File: src/pkg/acr_pkg.sv
// Purpose: constants and carrier types for the audio main control register block
// Assumes: 32-bit AHB-Lite register access, single clock hclk
// Notes: all offsets are byte addresses on the system bus
package acr_pkg;

  // register map
  localparam logic [31:0] ACR_MAIN_CONTROL_ADDR = 32'hfff09000;
  localparam logic [31:0] ACR_INT_STATUS_ADDR = 32'hfff09080;
  localparam logic [31:0] ACR_INT_MASK_ADDR = 32'hfff09084;

  // audio_main_control field positions
  localparam int ACR_REC_FLAG_BIT = 12;
  localparam int ACR_PLAY_FLAG_BIT = 11;
  localparam int ACR_PIN_SEL_BIT = 8;
  localparam int ACR_FIFO_THRESHOLD_SELECT_BIT = 7;
  localparam int ACR_I2S_EN_BIT = 1;
  localparam int ACR_ACLINK_EN_BIT = 2;

  // reset value and access masks
  localparam logic [31:0] ACR_MAIN_CONTROL_RESET = 32'h00000000;
  localparam logic [31:0] ACR_MAIN_CONTROL_RW_MASK = 32'h00000186;
  localparam logic [31:0] ACR_MAIN_CONTROL_W1C_MASK = 32'h00001800;

  // interrupt status and mask layout
  localparam int ACR_INT_N = 2;
  localparam int ACR_INT_REC_BIT = 0;
  localparam int ACR_INT_PLAY_BIT = 1;
  localparam logic [ACR_INT_N-1:0] ACR_INT_RESET = 2'h0;

  // fifo thresholds in entries
  localparam logic [3:0] ACR_FIFO_THRESHOLD_SELECT_EIGHT = 4'h8;
  localparam logic [3:0] ACR_FIFO_THRESHOLD_SELECT_FOUR = 4'h4;

  // ahb-lite codes
  localparam logic [1:0] ACR_HTRANS_NONSEQ = 2'h2;
  localparam logic [1:0] ACR_HTRANS_SEQ = 2'h3;
  localparam logic [2:0] ACR_HSIZE_WORD = 3'h2;

  typedef enum logic [2:0] {
    ACR_BUS_IDLE = 3'h1,
    ACR_BUS_WRITE = 3'h2,
    ACR_BUS_READ = 3'h4
  } acr_bus_state_t;

  // dma pointer set of one direction
  typedef struct packed {
    logic [31:0] base_addr;
    logic [31:0] end_addr;
    logic [31:0] cur_addr;
    logic step;
  } acr_dma_addr_t;

  // configuration driven to the audio engines
  typedef struct packed {
    logic pins_to_aclink;
    logic [3:0] fifo_threshold;
    logic i2s_enable;
    logic aclink_enable;
  } acr_cfg_t;

endpackage

File: src/design/acr_addr_watch.sv
// Purpose: flags when a dma current address reaches the buffer middle or end
// Assumes: step pulses once per new current address
// Notes: hit is a registered one-cycle pulse
`timescale 1ns/10ps
module acr_addr_watch #(
  parameter int ADDR_W = 32
) (
  input wire logic hclk,
  input wire logic hresetn,
  input wire acr_pkg::acr_dma_addr_t dma,
  input wire logic armed,
  output logic hit
);

  typedef struct packed {
    logic hit;
  } acr_watch_state_t;

  acr_watch_state_t state_reg;
  acr_watch_state_t state_next;
  logic [ADDR_W-1:0] mid_addr;
  logic [ADDR_W-1:0] span;

  // refuse compare widths the address fields cannot serve
  if (ADDR_W < 2 || ADDR_W > 32) begin : g_bad_width
    $error("acr_addr_watch: ADDR_W must be 2 to 32");
  end

  always_comb begin
    span = dma.end_addr[ADDR_W-1:0] - dma.base_addr[ADDR_W-1:0];
    mid_addr = ((span - {{(ADDR_W-1){1'b0}}, 1'b1}) >> 1) + dma.base_addr[ADDR_W-1:0];
    state_next = state_reg;
    state_next.hit = armed && dma.step &&
                     ((dma.cur_addr[ADDR_W-1:0] == mid_addr) ||
                      (dma.cur_addr[ADDR_W-1:0] == dma.end_addr[ADDR_W-1:0]));
  end

  always_ff @(posedge hclk or negedge hresetn) begin
    if (!hresetn) begin
      state_reg <= '0;
    end else begin
      state_reg <= state_next;
    end
  end

  assign hit = state_reg.hit;

endmodule

File: src/design/acr_sticky_irq.sv
// Purpose: sticky interrupt status with write-one-to-clear, mask and level output
// Assumes: events are one-cycle pulses
// Notes: a new event wins over a clear in the same cycle
`timescale 1ns/10ps
module acr_sticky_irq #(
  parameter int N = 2
) (
  input wire logic hclk,
  input wire logic hresetn,
  input wire logic [N-1:0] event_in,
  input wire logic status_wr,
  input wire logic mask_wr,
  input wire logic [N-1:0] wdata,
  output logic [N-1:0] status,
  output logic [N-1:0] mask,
  output logic irq
);

  typedef struct packed {
    logic [N-1:0] status;
    logic [N-1:0] mask;
    logic irq;
  } acr_irq_state_t;

  acr_irq_state_t state_reg;
  acr_irq_state_t state_next;

  // refuse status widths beyond one bus word
  if (N < 1 || N > 32) begin : g_bad_width
    $error("acr_sticky_irq: N must be 1 to 32");
  end

  always_comb begin
    state_next = state_reg;
    if (status_wr) begin
      state_next.status = state_reg.status & ~wdata;
    end
    state_next.status = state_next.status | event_in;
    if (mask_wr) begin
      state_next.mask = wdata;
    end
    state_next.irq = |(state_next.status & state_next.mask);
  end

  always_ff @(posedge hclk or negedge hresetn) begin
    if (!hresetn) begin
      state_reg <= '0;
    end else begin
      state_reg <= state_next;
    end
  end

  assign status = state_reg.status;
  assign mask = state_reg.mask;
  assign irq = state_reg.irq;

endmodule

File: src/design/acr_main_control.sv
// Purpose: audio main control register with dma interrupt flags on ahb-lite
// Assumes: single word transfers, dma address sets supplied by the dma engines
// Notes: writes take no wait state, reads take one
// Behaviour
// While recording, the record dma flag sets when the current address hits the middle or end.
// Writing one to the record dma flag clears it to zero.
// Each interrupt request line is the inverse of its dma flag, low while the flag is set.
// The playback dma flag sets when the current address hits ((end-base)-1)/2+base or the end.
// Writing one to the playback dma flag clears it to zero.
// Pin function select zero routes the shared pins to i2s, one routes them to ac-link.
// Fifo threshold select zero gives eight entries, one gives four.
// Enable field bit zero enables i2s and bit one enables ac-link.
// Reset clears the whole control register, so interfaces are off, pins i2s, threshold eight.
// Writing zero to a dma flag does nothing, and reserved bits read zero and ignore writes.
//
// Design decision made here: the AHB-Lite register port.
`timescale 1ns/10ps
module acr_main_control #(
  parameter int ADDR_W = 32
) (
  input wire logic hclk,
  input wire logic hresetn,
  input wire logic hsel,
  input wire logic [31:0] haddr,
  input wire logic [1:0] htrans,
  input wire logic hwrite,
  input wire logic [2:0] hsize,
  input wire logic [31:0] hwdata,
  input wire logic hready,
  output logic hreadyout,
  output logic hresp,
  output logic [31:0] hrdata,
  input wire logic rec_active,
  input wire acr_pkg::acr_dma_addr_t rec_dma,
  input wire acr_pkg::acr_dma_addr_t play_dma,
  output acr_pkg::acr_cfg_t cfg,
  output logic rec_irq_n,
  output logic play_irq_n,
  output logic irq
);

  typedef struct packed {
    acr_pkg::acr_bus_state_t bus_state;
    logic [31:0] addr;
    logic hreadyout;
    logic [31:0] hrdata;
    logic [31:0] ctrl;
    acr_pkg::acr_cfg_t cfg;
    logic rec_irq_n;
    logic play_irq_n;
  } acr_main_state_t;

  acr_main_state_t state_reg;
  acr_main_state_t state_next;

  acr_pkg::acr_dma_addr_t dma_set [2];
  logic [1:0] dma_armed;
  logic [1:0] dma_hit;
  logic [acr_pkg::ACR_INT_N-1:0] int_status;
  logic [acr_pkg::ACR_INT_N-1:0] int_mask;
  logic [acr_pkg::ACR_INT_N-1:0] int_event;
  logic int_status_wr;
  logic int_mask_wr;
  logic irq_level;
  logic bus_take;
  logic wr_phase;
  logic [31:0] w1c_clear;
  logic [31:0] flag_set;

  // refuse compare widths the address fields cannot serve
  if (ADDR_W < 2 || ADDR_W > 32) begin : g_bad_width
    $error("acr_main_control: ADDR_W must be 2 to 32");
  end

  function automatic logic is_addr(input logic [31:0] a, input logic [31:0] ref_addr);
    is_addr = (a[31:2] == ref_addr[31:2]);
  endfunction

  // record direction is watched only while recording
  assign dma_set[0] = rec_dma;
  assign dma_set[1] = play_dma;
  assign dma_armed[0] = rec_active;
  assign dma_armed[1] = 1'b1;

  generate
    for (genvar g = 0; g < 2; g++) begin : g_watch
      acr_addr_watch #(
        .ADDR_W(ADDR_W)
      ) u_watch (
        .hclk(hclk),
        .hresetn(hresetn),
        .dma(dma_set[g]),
        .armed(dma_armed[g]),
        .hit(dma_hit[g])
      );
    end
  endgenerate

  // bus phase decode
  assign bus_take = hsel && hready &&
                    (htrans == acr_pkg::ACR_HTRANS_NONSEQ || htrans == acr_pkg::ACR_HTRANS_SEQ);
  assign wr_phase = (state_reg.bus_state == acr_pkg::ACR_BUS_WRITE);

  // write-one-to-clear of dma flags, zeros leave them alone
  always_comb begin
    w1c_clear = '0;
    if (wr_phase && is_addr(state_reg.addr, acr_pkg::ACR_MAIN_CONTROL_ADDR)) begin
      w1c_clear = hwdata & acr_pkg::ACR_MAIN_CONTROL_W1C_MASK;
    end
  end

  always_comb begin
    flag_set = '0;
    flag_set[acr_pkg::ACR_REC_FLAG_BIT] = dma_hit[0];
    flag_set[acr_pkg::ACR_PLAY_FLAG_BIT] = dma_hit[1];
  end

  // flag set events feed the sticky interrupt status
  always_comb begin
    int_event = '0;
    int_event[acr_pkg::ACR_INT_REC_BIT] = dma_hit[0];
    int_event[acr_pkg::ACR_INT_PLAY_BIT] = dma_hit[1];
  end

  assign int_status_wr = wr_phase && is_addr(state_reg.addr, acr_pkg::ACR_INT_STATUS_ADDR);
  assign int_mask_wr = wr_phase && is_addr(state_reg.addr, acr_pkg::ACR_INT_MASK_ADDR);

  acr_sticky_irq #(
    .N(acr_pkg::ACR_INT_N)
  ) u_irq (
    .hclk(hclk),
    .hresetn(hresetn),
    .event_in(int_event),
    .status_wr(int_status_wr),
    .mask_wr(int_mask_wr),
    .wdata(hwdata[acr_pkg::ACR_INT_N-1:0]),
    .status(int_status),
    .mask(int_mask),
    .irq(irq_level)
  );

  always_comb begin
    state_next = state_reg;
    state_next.hreadyout = 1'b1;

    // control register update, set wins over clear
    if (wr_phase && is_addr(state_reg.addr, acr_pkg::ACR_MAIN_CONTROL_ADDR)) begin
      state_next.ctrl = (state_reg.ctrl & ~acr_pkg::ACR_MAIN_CONTROL_RW_MASK) |
                        (hwdata & acr_pkg::ACR_MAIN_CONTROL_RW_MASK);
    end
    state_next.ctrl = (state_next.ctrl & ~w1c_clear) | flag_set;
    state_next.ctrl = state_next.ctrl &
                      (acr_pkg::ACR_MAIN_CONTROL_RW_MASK |
                       acr_pkg::ACR_MAIN_CONTROL_W1C_MASK);

    // bus state machine
    case (state_reg.bus_state)
      acr_pkg::ACR_BUS_READ: begin
        // wait cycle: read data is built from settled state
        state_next.hreadyout = 1'b1;
        if (is_addr(state_reg.addr, acr_pkg::ACR_MAIN_CONTROL_ADDR)) begin
          state_next.hrdata = state_reg.ctrl;
        end else if (is_addr(state_reg.addr, acr_pkg::ACR_INT_STATUS_ADDR)) begin
          state_next.hrdata = {{(32-acr_pkg::ACR_INT_N){1'b0}}, int_status};
        end else if (is_addr(state_reg.addr, acr_pkg::ACR_INT_MASK_ADDR)) begin
          state_next.hrdata = {{(32-acr_pkg::ACR_INT_N){1'b0}}, int_mask};
        end else begin
          state_next.hrdata = '0;
        end
        state_next.bus_state = acr_pkg::ACR_BUS_IDLE;
      end
      default: begin
        state_next.bus_state = acr_pkg::ACR_BUS_IDLE;
        if (bus_take) begin
          state_next.addr = haddr;
          if (hwrite) begin
            state_next.bus_state = acr_pkg::ACR_BUS_WRITE;
          end else begin
            state_next.bus_state = acr_pkg::ACR_BUS_READ;
            state_next.hreadyout = 1'b0;
          end
        end
      end
    endcase

    // configuration outputs follow the next control value
    state_next.cfg.pins_to_aclink = state_next.ctrl[acr_pkg::ACR_PIN_SEL_BIT];
    state_next.cfg.fifo_threshold = state_next.ctrl[acr_pkg::ACR_FIFO_THRESHOLD_SELECT_BIT] ?
                                    acr_pkg::ACR_FIFO_THRESHOLD_SELECT_FOUR :
                                    acr_pkg::ACR_FIFO_THRESHOLD_SELECT_EIGHT;
    state_next.cfg.i2s_enable = state_next.ctrl[acr_pkg::ACR_I2S_EN_BIT];
    state_next.cfg.aclink_enable = state_next.ctrl[acr_pkg::ACR_ACLINK_EN_BIT];
    state_next.rec_irq_n = ~state_next.ctrl[acr_pkg::ACR_REC_FLAG_BIT];
    state_next.play_irq_n = ~state_next.ctrl[acr_pkg::ACR_PLAY_FLAG_BIT];
  end

  always_ff @(posedge hclk or negedge hresetn) begin
    if (!hresetn) begin
      state_reg.bus_state <= acr_pkg::ACR_BUS_IDLE;
      state_reg.addr <= '0;
      state_reg.hreadyout <= 1'b1;
      state_reg.hrdata <= '0;
      state_reg.ctrl <= acr_pkg::ACR_MAIN_CONTROL_RESET;
      state_reg.cfg.pins_to_aclink <= 1'b0;
      state_reg.cfg.fifo_threshold <= acr_pkg::ACR_FIFO_THRESHOLD_SELECT_EIGHT;
      state_reg.cfg.i2s_enable <= 1'b0;
      state_reg.cfg.aclink_enable <= 1'b0;
      state_reg.rec_irq_n <= 1'b1;
      state_reg.play_irq_n <= 1'b1;
    end else begin
      state_reg <= state_next;
    end
  end

  assign hreadyout = state_reg.hreadyout;
  assign hresp = 1'b0;
  assign hrdata = state_reg.hrdata;
  assign cfg = state_reg.cfg;
  assign rec_irq_n = state_reg.rec_irq_n;
  assign play_irq_n = state_reg.play_irq_n;
  assign irq = irq_level;

endmodule

File: config.mk
export PLATFORM = sky130hd
export DESIGN_NAME = acr_main_control
export DESIGN_NICKNAME = d
export VERILOG_FILES = /design/src/pkg/acr_pkg.sv /design/src/design/acr_addr_watch.sv /design/src/design/acr_sticky_irq.sv /design/src/design/acr_main_control.sv
export SDC_FILE = /design/constraint.sdc
export NUM_CORES = 1
export LEC_CHECK = 0
export BUFFER_PORTS_ARGS = -buffer_cell sky130_fd_sc_hd__buf_2
export CAP_MARGIN = 20
export CORE_MARGIN = 1.5
export CORE_UTILIZATION = 50
export DETAILED_ROUTE_END_ITERATION = 16
export GPL_TIMING_DRIVEN = 0
export PLACE_DENSITY = 0.8
export SKIP_LAST_GASP = 1
export SLEW_MARGIN = 10
export SYNTH_ARGS = -nofsm -noshare
export SYNTH_HDL_FRONTEND = slang
export SYNTH_SLANG_ARGS = --single-unit
File: constraint.sdc
create_clock -name hclk -period 2.55 [get_ports hclk]
set_input_delay 0.255 -clock hclk [delete_from_list [all_inputs] [get_ports hclk]]
set_output_delay 0.255 -clock hclk [all_outputs]
set_load 0.05 [all_outputs]
==> results of run 1 <==
## logic make-up after synthesis
kind of cell,count (synthesis)
mux,45
flops,57
compound gates,418
simple gates,431
buf+inv,160
fa+ha+maj,126
other cells,1
xor+xnor,207
## worst register-to-register path, delay by kind of cell (launching register included)
kind | cells | cell delay (ns)
and+or+nand+nor | 6 | 1.52
DFF | 1 | 0.39
buffers and inverters | 1 | 0.19
AOI/OAI and AO/OA | 1 | 0.19
## metal layers
layer	track usage	share of wire	wire, um
met4	0.110	0.041	1540
met1	0.381	0.41	15300
met5	0	0	0
met2	0.558	0.48	18200
met3	0.0347	0.070	2630
## synthesized netlist by cell type (all sizes together), types with 39 or more instances
cell type	n	share of area
a21o	39	0.027
a21oi	136	0.065
buf	51	0.035
dfrtp	52	0.12
ha	122	0.14
inv	92	0.031
nand2	124	0.043
nand4	41	0.023
nor2	93	0.032
o21ai	87	0.042
xnor2	129	0.10
xor2	78	0.063
## cell type report
type / count / area (um2)
Buffer: 66 / 459
Fill cell: 1837 / 7620
Timing Repair Buffer: 284 / 1540
Tap cell: 280 / 350
Sequential cell: 57 / 1430
Antenna cell: 1 / 2.50
Clock inverter: 2 / 35.0
Inverter: 92 / 350
Clock buffer: 14 / 274
Multi-Input combinational cell: 1255 / 9690
## final timing paths
| path | startpoint | end |
|---|---|---|
| hold reg to reg | hrdata[11] | hrdata[11] |
| setup reg to reg | state_reg[80] | state_reg[20] |
| hold / removal | hwdata[7] | cfg[5] |
| max in group asynchronous | hresetn | play_irq_n |
| setup / recovery | rec_dma[33] | g_watch[0].u_watch.hit |
| min in group asynchronous | hresetn | state_reg[93] |
## where the power goes
group          switching (mW)  internal [mW]  leakage [nW]
sequential             0.0643           1.01         0.692
clock                   0.372          0.832         0.153
combinational            3.29           2.34          5.69
## stage by stage
step           area [um2]  total power, mW  std cells
3_5_place_dp        13100             6.15       2006
6_report            14100             7.91       2051
3_3_place_gp        13100             6.10       2005
2_1_floorplan       11400             4.88       1472
4_1_cts             13600             7.49       2026
5_1_grt             14100             8.46       2051
## timing repair
action	in CTS	in global routing
setup endpoints to repair	18	7
pin swaps	8	76
gates resized for setup	25	89
hold endpoints to repair	26	0
hold buffers	1	0
setup buffers	4	27
==> flow_summary_export.csv, run 1 <==
group,metric,value,unit
sta,rsz0062_at_grt,"yes",
cts,clock_latency,0.32,ns
logic_synthesis,yosysWarnings,0,
setup_path,path_class,"input pin to flop",
setup_path,rr_worst_depth,8,
setup_path,worstSetupPathDepth,25,
grt,gr-usage-all-layers,0.311,
cts,cts_buffers,9,
sta,fin_setup_tns,-5.07,ns
route,avgViaCountPerCell,5.93,
logic_synthesis,ys_seq_area_frac,0.130,
sta,skew,0.00501,ns
cells_and_area,fin_util,0.650,
logic_synthesis,yosys_most_used_dff,"dfrtp_1",
sta,timing.final.crit_share,2.07,
cells_and_area,final_common_cell,"buf_2",
logic_synthesis,synth_fa_ha_area_frac,0.145,
sta,postLayoutSetupSlackWorst,-2.73,ns
logic_synthesis,synth_cell_types,87,
outcome,violations,"setup timing",
logic_synthesis,synth.avg_cell_area,7.65,um2
sta,drv_slew,0,
grt,antenna_found_initial,1,
setup_path,crit_family,"compound AO/OA/AOI/OAI gates",
die,die_w,152,um
setup_path,cp.buffers_inverters,2,
flow_run,max_cap_viol_count,0,
route,dr.pass1.iters,6,
logic_synthesis,synth_compound_area_frac,0.247,
cells_and_area,largest_register_ffs,39,
hold_path,min_path_cells,2,
route,remaining_drc_errors,0,
place,pre_cts_ws,-3.34,ns
power,power_density,559,nW/um2
sta,finalSetupViolations,2,
power,p_leak,6.53,nW
sta,whs,0.103,ns
cts,clockBufferDepth,2,
grt,grt_pass1_wl,56600,um
die,fp.dieArea,23000,um2
die,rows,54,
sta,fmax,0.189,GHz
cells_and_area,nets,2160,
setup_path,r2r_slack,0.14,ns
logic_synthesis,synth_top_family_by_area,"compound AO/OA/AOI/OAI gates",
cts,clock-sinks,57,
power,max-vdd-ir-drop,0.000347,V
outcome,outcome,"complete, but fails checks",
sta,finalHoldViolations,0,
logic_synthesis,yosys-mux-area-fraction,0.0446,
place,place.gp.congestion,0.986,
sta,worst_pin_slew,0.610,ns
place,place_hpwl,31000,um
die,chipHeight,152,um
logic_synthesis,synthCells,1445,
sta,worst_slew_margin_rel,0.588,
cts,clkTransAtPathRegs,0.05,ns
setup_path,crit_fanout,8,
logic_synthesis,synth_edf_count,0,
sta,finalCriticalPeriod,5.28,ns
route,drtAntennaViolNets,0,
setup_path,crit_top_cell,"o2111ai_2",
setup_path,cpPeakStageDelay,0.57,ns
grt,grt_pass1_vias,11300,
cts,tritoncts,"yes",
cells_and_area,syn2layout_area_growth,28.0,%
route,vias,12200,
logic_synthesis,synth_xor_area_frac,0.165,
hold_path,hp-class,"input pin to flop",
route,wl_per_cell,18.4,um
cells_and_area,layout_common_cells,"buf_2, xnor2_1, nand2_1",
cells_and_area,drive_gt1_frac,0.303,
setup_path,critPathCaptureType,"flop",
place,port_buffers,253,
setup_path,crit_arrival,5.50,ns
route,drtIter0Drc,919,
grt,grt_overflow,0,
route,drt-total-wl,37700,um
logic_synthesis,synthesis.area,11000,um2
die,pin_count,313,
setup_path,cp-start-kind,"input pin",
setup_path,cp_slowest_cell,"or4_4",
setup_path,cp.required,2.77,ns
logic_synthesis,ys_seq_elements,57,
grt,grt_max_degree,32,
die,core_area,21800,um2
cts,root_buffer,"clkbuf_16",
logic_synthesis,synthArstFlopShare,1.00,
cts,htreeDepth,3,
die,start_util,0.508,
logic_synthesis,synthSimpleGateAreaFrac,0.197,
(Power assumes the default switching activity.)
==> inputs of run 2 (changes only) <==
CAP_MARGIN = not set   (was 20)
CORE_UTILIZATION = 48   (was 50)
PLACE_DENSITY = 0.75   (was 0.8)
clock period = 5.45 ns   (was 2.55 ns; I/O delays follow)
==> run 2 against run 1 <==
The flow still finishes with violations (setup timing); worst setup slack improved by 2.6 ns; non-clock buffer count fell by 11; combinational power fell by 55%; sequential power fell by 54%; register-to-register slack improved by 2.2 ns; cell area fell by 2.9%; critical path type unchanged; largest cell class unchanged.
==> flow_summary_export.csv, run 2 (same netlist as run 1, synthesis figures left out) <==
group,metric,value,unit
setup_path,crit_fanout,8,
die,rows,55,
sta,postLayoutSetupSlackWorst,-0.119,ns
cts,tritoncts,"yes",
power,power.total,3.63,mW
flow_run,max_cap_viol_count,0,
sta,finalCriticalPeriod,5.57,ns
sta,finalHoldViolations,0,
setup_path,r2r-end,"state_reg[20]",
place,port_buffers,253,
cts,clkTransAtPathRegs,0.05,ns
die,pin_count,313,
setup_path,cp-startpoint,"play_dma[37]",
setup_path,cp-start-kind,"input pin",
die,start_util,0.488,
cells_and_area,drive_gt1_frac,0.273,
sta,timing.final.crit_share,1.02,
place,place_area,12800,um2
power,max-vdd-ir-drop,0.000168,V
route,wl_per_cell,18.2,um
route,drtAntennaViolNets,0,
setup_path,rr_worst_depth,8,
cts,clock_latency,0.32,ns
hold_path,hp-class,"input pin to async pin",
grt,grt_overflow,0,
setup_path,r2r_slack,2.29,ns
cells_and_area,design_area,13700,um2
cts,root_buffer,"clkbuf_16",
sta,worst_slew_margin_rel,0.414,
setup_path,cp.required,5.70,ns
cts,clockBufferDepth,2,
route,drtIter0Drc,835,
sta,skew,0.00879,ns
power,power_density,264,nW/um2
cts,cts_buffers,9,
sta,drv_slew,0,
sta,fmax,0.180,GHz
die,die_w,155,um
grt,antenna_found_initial,2,
cells_and_area,largest_register_ffs,39,
setup_path,path_class,"input pin to flop",
sta,whs,0.261,ns
sta,rsz0062_at_grt,"yes",
place,place_hpwl,31300,um
place,place.gp.congestion,0.962,
outcome,violations,"setup timing",
setup_path,reg2reg_from,"state_reg[90]",
sta,worst_pin_slew,0.877,ns
sta,fin_setup_tns,-0.221,ns
setup_path,critPathCaptureType,"flop",
sta,finalSetupViolations,2,
cts,htreeDepth,3,
cells_and_area,final_common_cell,"buf_2",
grt,gr-usage-all-layers,0.303,
cts,clock-sinks,57,
die,fp.dieArea,23900,um2
outcome,outcome,"complete, but fails checks",
cells_and_area,nets,2149,
die,chipHeight,155,um
grt,grt_pass1_vias,11200,
cells_and_area,syn2layout_area_growth,24.2,%
route,vias,11900,
route,remaining_drc_errors,0,
cells_and_area,fill_cells,2098,
setup_path,endpoint,"g_watch[1].u_watch.hit",
cells_and_area,layout_common_cells,"buf_2, xnor2_1, a21oi_1",
die,core_area,22600,um2
grt,grt_pass1_wl,57700,um
route,avgViaCountPerCell,5.81,
route,drt-total-wl,37200,um
setup_path,crit_arrival,5.82,ns
cts,hold_buffers,0,
power,p_leak,6.42,nW
grt,grt_max_degree,58,
route,dr.pass1.iters,6,
## run 2: cell types whose count changed in the layout (fill, tap and decap cells not counted), sizes merged
| cell | change |
|---|---|
| dlygate4sd3 | -1 |
| buf | -11 |
| bufinv | +1 |
## run 2: routing by layer
| metal | global-route usage | vias up | routed length (um) |
|---|---|---|---|
| met2 | 0.531 | 470 | 17700 |
| li1 | - | 5824 | - |
| met5 | 0 | - | 0 |
| met4 | 0.123 | 0 | 1570 |
| met3 | 0.0308 | 79 | 2080 |
| met1 | 0.381 | 5504 | 15800 |
## run 2: what timing repair did
item                       in CTS  in global routing
resized for setup              74                 30
setup buffers                  12                  8
setup endpoints to repair       2                  2
pin swaps                      40                 14
gates cloned                    0                  0
## run 2: power by group
group	leakage (nW)	internal (mW)	switching, mW	total [mW]
combinational	5.57	1.04	1.51	2.55
sequential	0.692	0.470	0.0257	0.496
clock	0.154	0.411	0.175	0.586
total	6.42	1.92	1.71	3.63
## run 2: area by class of cell
cell class,instances,area [um2],area share
Multi-Input combinational cell,1255,9400,0.684
Sequential cell,57,1430,0.104
Timing Repair Buffer,273,1430,0.104
Buffer,66,448,0.0326
Tap cell,285,357,0.0260
Inverter,92,345,0.0252
Clock buffer,13,250,0.0182
Clock inverter,3,65.1,0.00474
Antenna cell,1,2.50,0.000182
## run 2: through the flow
stage / cells / setup WS [ns] / utilization
4_1_cts: 2037 / -0.0713 / 0.597
2_1_floorplan: 1472 / 0.0321 / -
6_report: 2045 / -0.119 / 0.606
3_3_place_gp: 2010 / -1.63 / 0.564
5_1_grt: 2045 / -0.244 / 0.606
3_5_place_dp: 2010 / -1.61 / 0.564
## run 2: critical path, cell delays in order
cell      delay [ns]
buf_2           0.12
ha_1            0.33
o21a_1          0.22
o21a_1          0.19
o221a_2         0.31
or2_2           0.37
a211o_1         0.35
a31o_2          0.29
a21o_1          0.18
a21oi_1         0.18
xnor2_1         0.15
ha_2            0.37
xnor2_1         0.22
and3_1          0.25
a222oi_1        0.41
nand4b_1        0.20
nor4_2          0.18
and4_1          0.26
nand4_1         0.13
nor4_1          0.32
a41o_1          0.24
## run 2: worst min path at each step
| stage | end | slack [ns] |
|---|---|---|
| finish | state_reg[86] | 0.26 |
| global route | state_reg[86] | 0.32 |
| floorplan | g_watch[0].u_watch.hit | 0.25 |
| CTS | cfg[5] | 0.38 |
| global placement | cfg[5] | 0.46 |
| detailed placement | cfg[5] | 0.46 |
==> inputs of run 3 (changes only) <==
clock period = 5.3 ns   (was 5.45 ns; I/O delays follow)
==> run 3 against run 2 <==
Critical path type unchanged; global-route usage shrank 0.35 points; clock skew shrank 0.0016 ns; the run still ends with setup timing left; via count shrank 0.37%; flip-flop and latch count is the same; first-iteration DRC count shrank 9.2%.
==> flow_summary_export.csv, run 3 (same netlist as run 1, synthesis figures left out) <==
group,metric,value,unit
outcome,outcome,"complete, but fails checks",
outcome,violations,"setup timing",
grt,gr-usage-all-layers,0.300,
die,pin_count,313,
route,avgViaCountPerCell,5.80,
setup_path,rr_worst_depth,9,
cells_and_area,layout_common_cells,"buf_2, xnor2_1, a21oi_1, nand2_1, ha_1",
die,start_util,0.488,
sta,finalSetupViolations,1,
power,power.total,3.61,mW
route,drtIter0Drc,758,
die,die_w,155,um
place,port_buffers,253,
cells_and_area,largest_register_ffs,39,
die,rows,55,
setup_path,r2r-end,"play_irq_n",
cts,clock_latency,0.32,ns
grt,grt_overflow,0,
route,wl_per_cell,18.1,um
flow_run,max_cap_viol_count,0,
sta,postLayoutSetupSlackWorst,-0.354,ns
cells_and_area,nets,2144,
setup_path,cp.required,5.50,ns
sta,finalHoldViolations,0,
grt,met2_usage,0.523,
grt,use_met1,0.369,
cts,htreeDepth,3,
cts,root_buffer,"clkbuf_16",
cts,hold_buffers,0,
hold_path,hp-class,"input pin to async pin",
grt,grt_max_degree,58,
grt,grt_pass1_wl,57400,um
cts,cts_buffers,9,
grt,grt_pass1_vias,11300,
sta,finalCriticalPeriod,5.65,ns
sta,fmax,0.177,GHz
cts,clock-sinks,57,
place,place.gp.congestion,1.02,
grt,grtUsageMet3,0.0395,
setup_path,path_class,"input pin to flop",
cells_and_area,final_cells,2041,
setup_path,critPathCaptureType,"flop",
sta,fin_setup_tns,-0.354,ns
place,place_hpwl,31100,um
sta,drv_slew,0,
setup_path,reg2reg_from,"state_reg[90]",
route,dr.pass1.iters,6,
cts,tritoncts,"yes",
route,drtAntennaViolNets,0,
grt,busiest_layer,"met2",
sta,rsz0062_at_grt,"yes",
power,p_leak,6.39,nW
sta,timing.final.crit_share,1.07,
cells_and_area,design_area,13700,um2
route,drt-total-wl,36900,um
cells_and_area,syn2layout_area_growth,23.6,%
sta,worst_slew_margin_rel,0.383,
sta,skew,0.00719,ns
cts,clockBufferDepth,2,
setup_path,crit_fanout,5,
cts,clkTransAtPathRegs,0.05,ns
die,chipHeight,155,um
place,dp_cells,2010,
cells_and_area,final_common_cell,"buf_2",
setup_path,crit_arrival,5.86,ns
route,remaining_drc_errors,0,
cells_and_area,drive_gt1_frac,0.273,
place,place_area,12800,um2
route,vias,11800,
setup_path,cp-start-kind,"input pin",
setup_path,r2r_slack,2.08,ns
grt,antenna_found_initial,2,
sta,worst_pin_slew,0.923,ns
die,core_area,22600,um2
die,fp.dieArea,23900,um2
cells_and_area,fill_cells,2102,
power,max-vdd-ir-drop,0.000184,V
power,power_density,264,nW/um2
==> run 3: cell types whose count changed in the layout (fill, tap and decap cells not counted), sizes merged <==
| cell | change |
|---|---|
| buf | -4 |
| clkinv | +3 |
| clkbuf | -2 |
| diode | +1 |
| bufinv | -2 |
==> run 3: how the worst max path moves through the flow <==
stage	start	end	depth (start not counted)	slack (ns)
6_report	rec_dma[67]	g_watch[0].u_watch.hit	26	-0.35
3_3_place_gp	rec_dma[33]	g_watch[0].u_watch.hit	25	-1.61
4_1_cts	rec_dma[33]	g_watch[0].u_watch.hit	25	-0.22
2_1_floorplan	rec_dma[33]	g_watch[0].u_watch.hit	22	0.03
3_5_place_dp	rec_dma[33]	g_watch[0].u_watch.hit	25	-1.60
5_1_grt	rec_dma[67]	g_watch[0].u_watch.hit	26	-0.53
==> run 3: timing repair <==
action	CTS	global route
pin swaps	46	14
resized for setup	77	27
buffers inserted	12	4
setup endpoints to repair	2	2
==> run 3: worst max-delay path, stage by stage <==
cell and delay (ns):
buf_2 0.10, inv_1 0.06, ha_4 0.30, nand4b_1 0.18, a21oi_2 0.22, o2111ai_2 0.18
a211oi_2 0.38, o311ai_1 0.14, a21oi_1 0.24, buf_4 0.16, buf_4 0.10, o21ai_4 0.08
nand4b_1 0.10, o211ai_1 0.12, xnor2_1 0.15, ha_1 0.35, xor2_1 0.22, nor4_2 0.11
nand3_1 0.11, o31ai_1 0.11, a211o_1 0.25, or4_4 0.55, nor4_4 0.28, o2111ai_2 0.14
or4_1 0.44, o31ai_2 0.25
==> run 3: routing by layer <==
metal / wire length (um) / vias up / part of all wire
li1: - / 5821 / -
met1: 15600 / 5469 / 0.42
met2: 17300 / 460 / 0.47
met3: 2180 / 83 / 0.059
met4: 1720 / 0 / 0.047
met5: 0 / - / 0
==> run 3: area by class of cell <==
cell class	count	area [um2]	share of cell area
multi-input combinational	1255	9420	0.690
sequential	57	1430	0.105
timing repair buffer	269	1400	0.102
buffer	65	444	0.0325
tap	285	357	0.0261
inverter	92	345	0.0253
clock buffer	12	236	0.0173
clock inverter	4	20.0	0.00147
antenna	2	5.00	0.000366
==> run 3: report_power, final <==
part | internal (mW) | total [mW] | switching (mW)
Combinational | 1.08 | 2.61 | 1.53
Clock | 0.312 | 0.491 | 0.180
Sequential | 0.484 | 0.509 | 0.0256
==> run 3: through the flow <==
stage | hold WS (ns) | worst slack, ns | utilization
4_1_cts | 0.366 | -0.217 | 0.597
2_1_floorplan | 0.234 | 0.0312 | -
5_1_grt | 0.312 | -0.527 | 0.603
3_5_place_dp | 0.468 | -1.60 | 0.564
3_3_place_gp | 0.457 | -1.61 | 0.564
6_report | 0.261 | -0.354 | 0.603
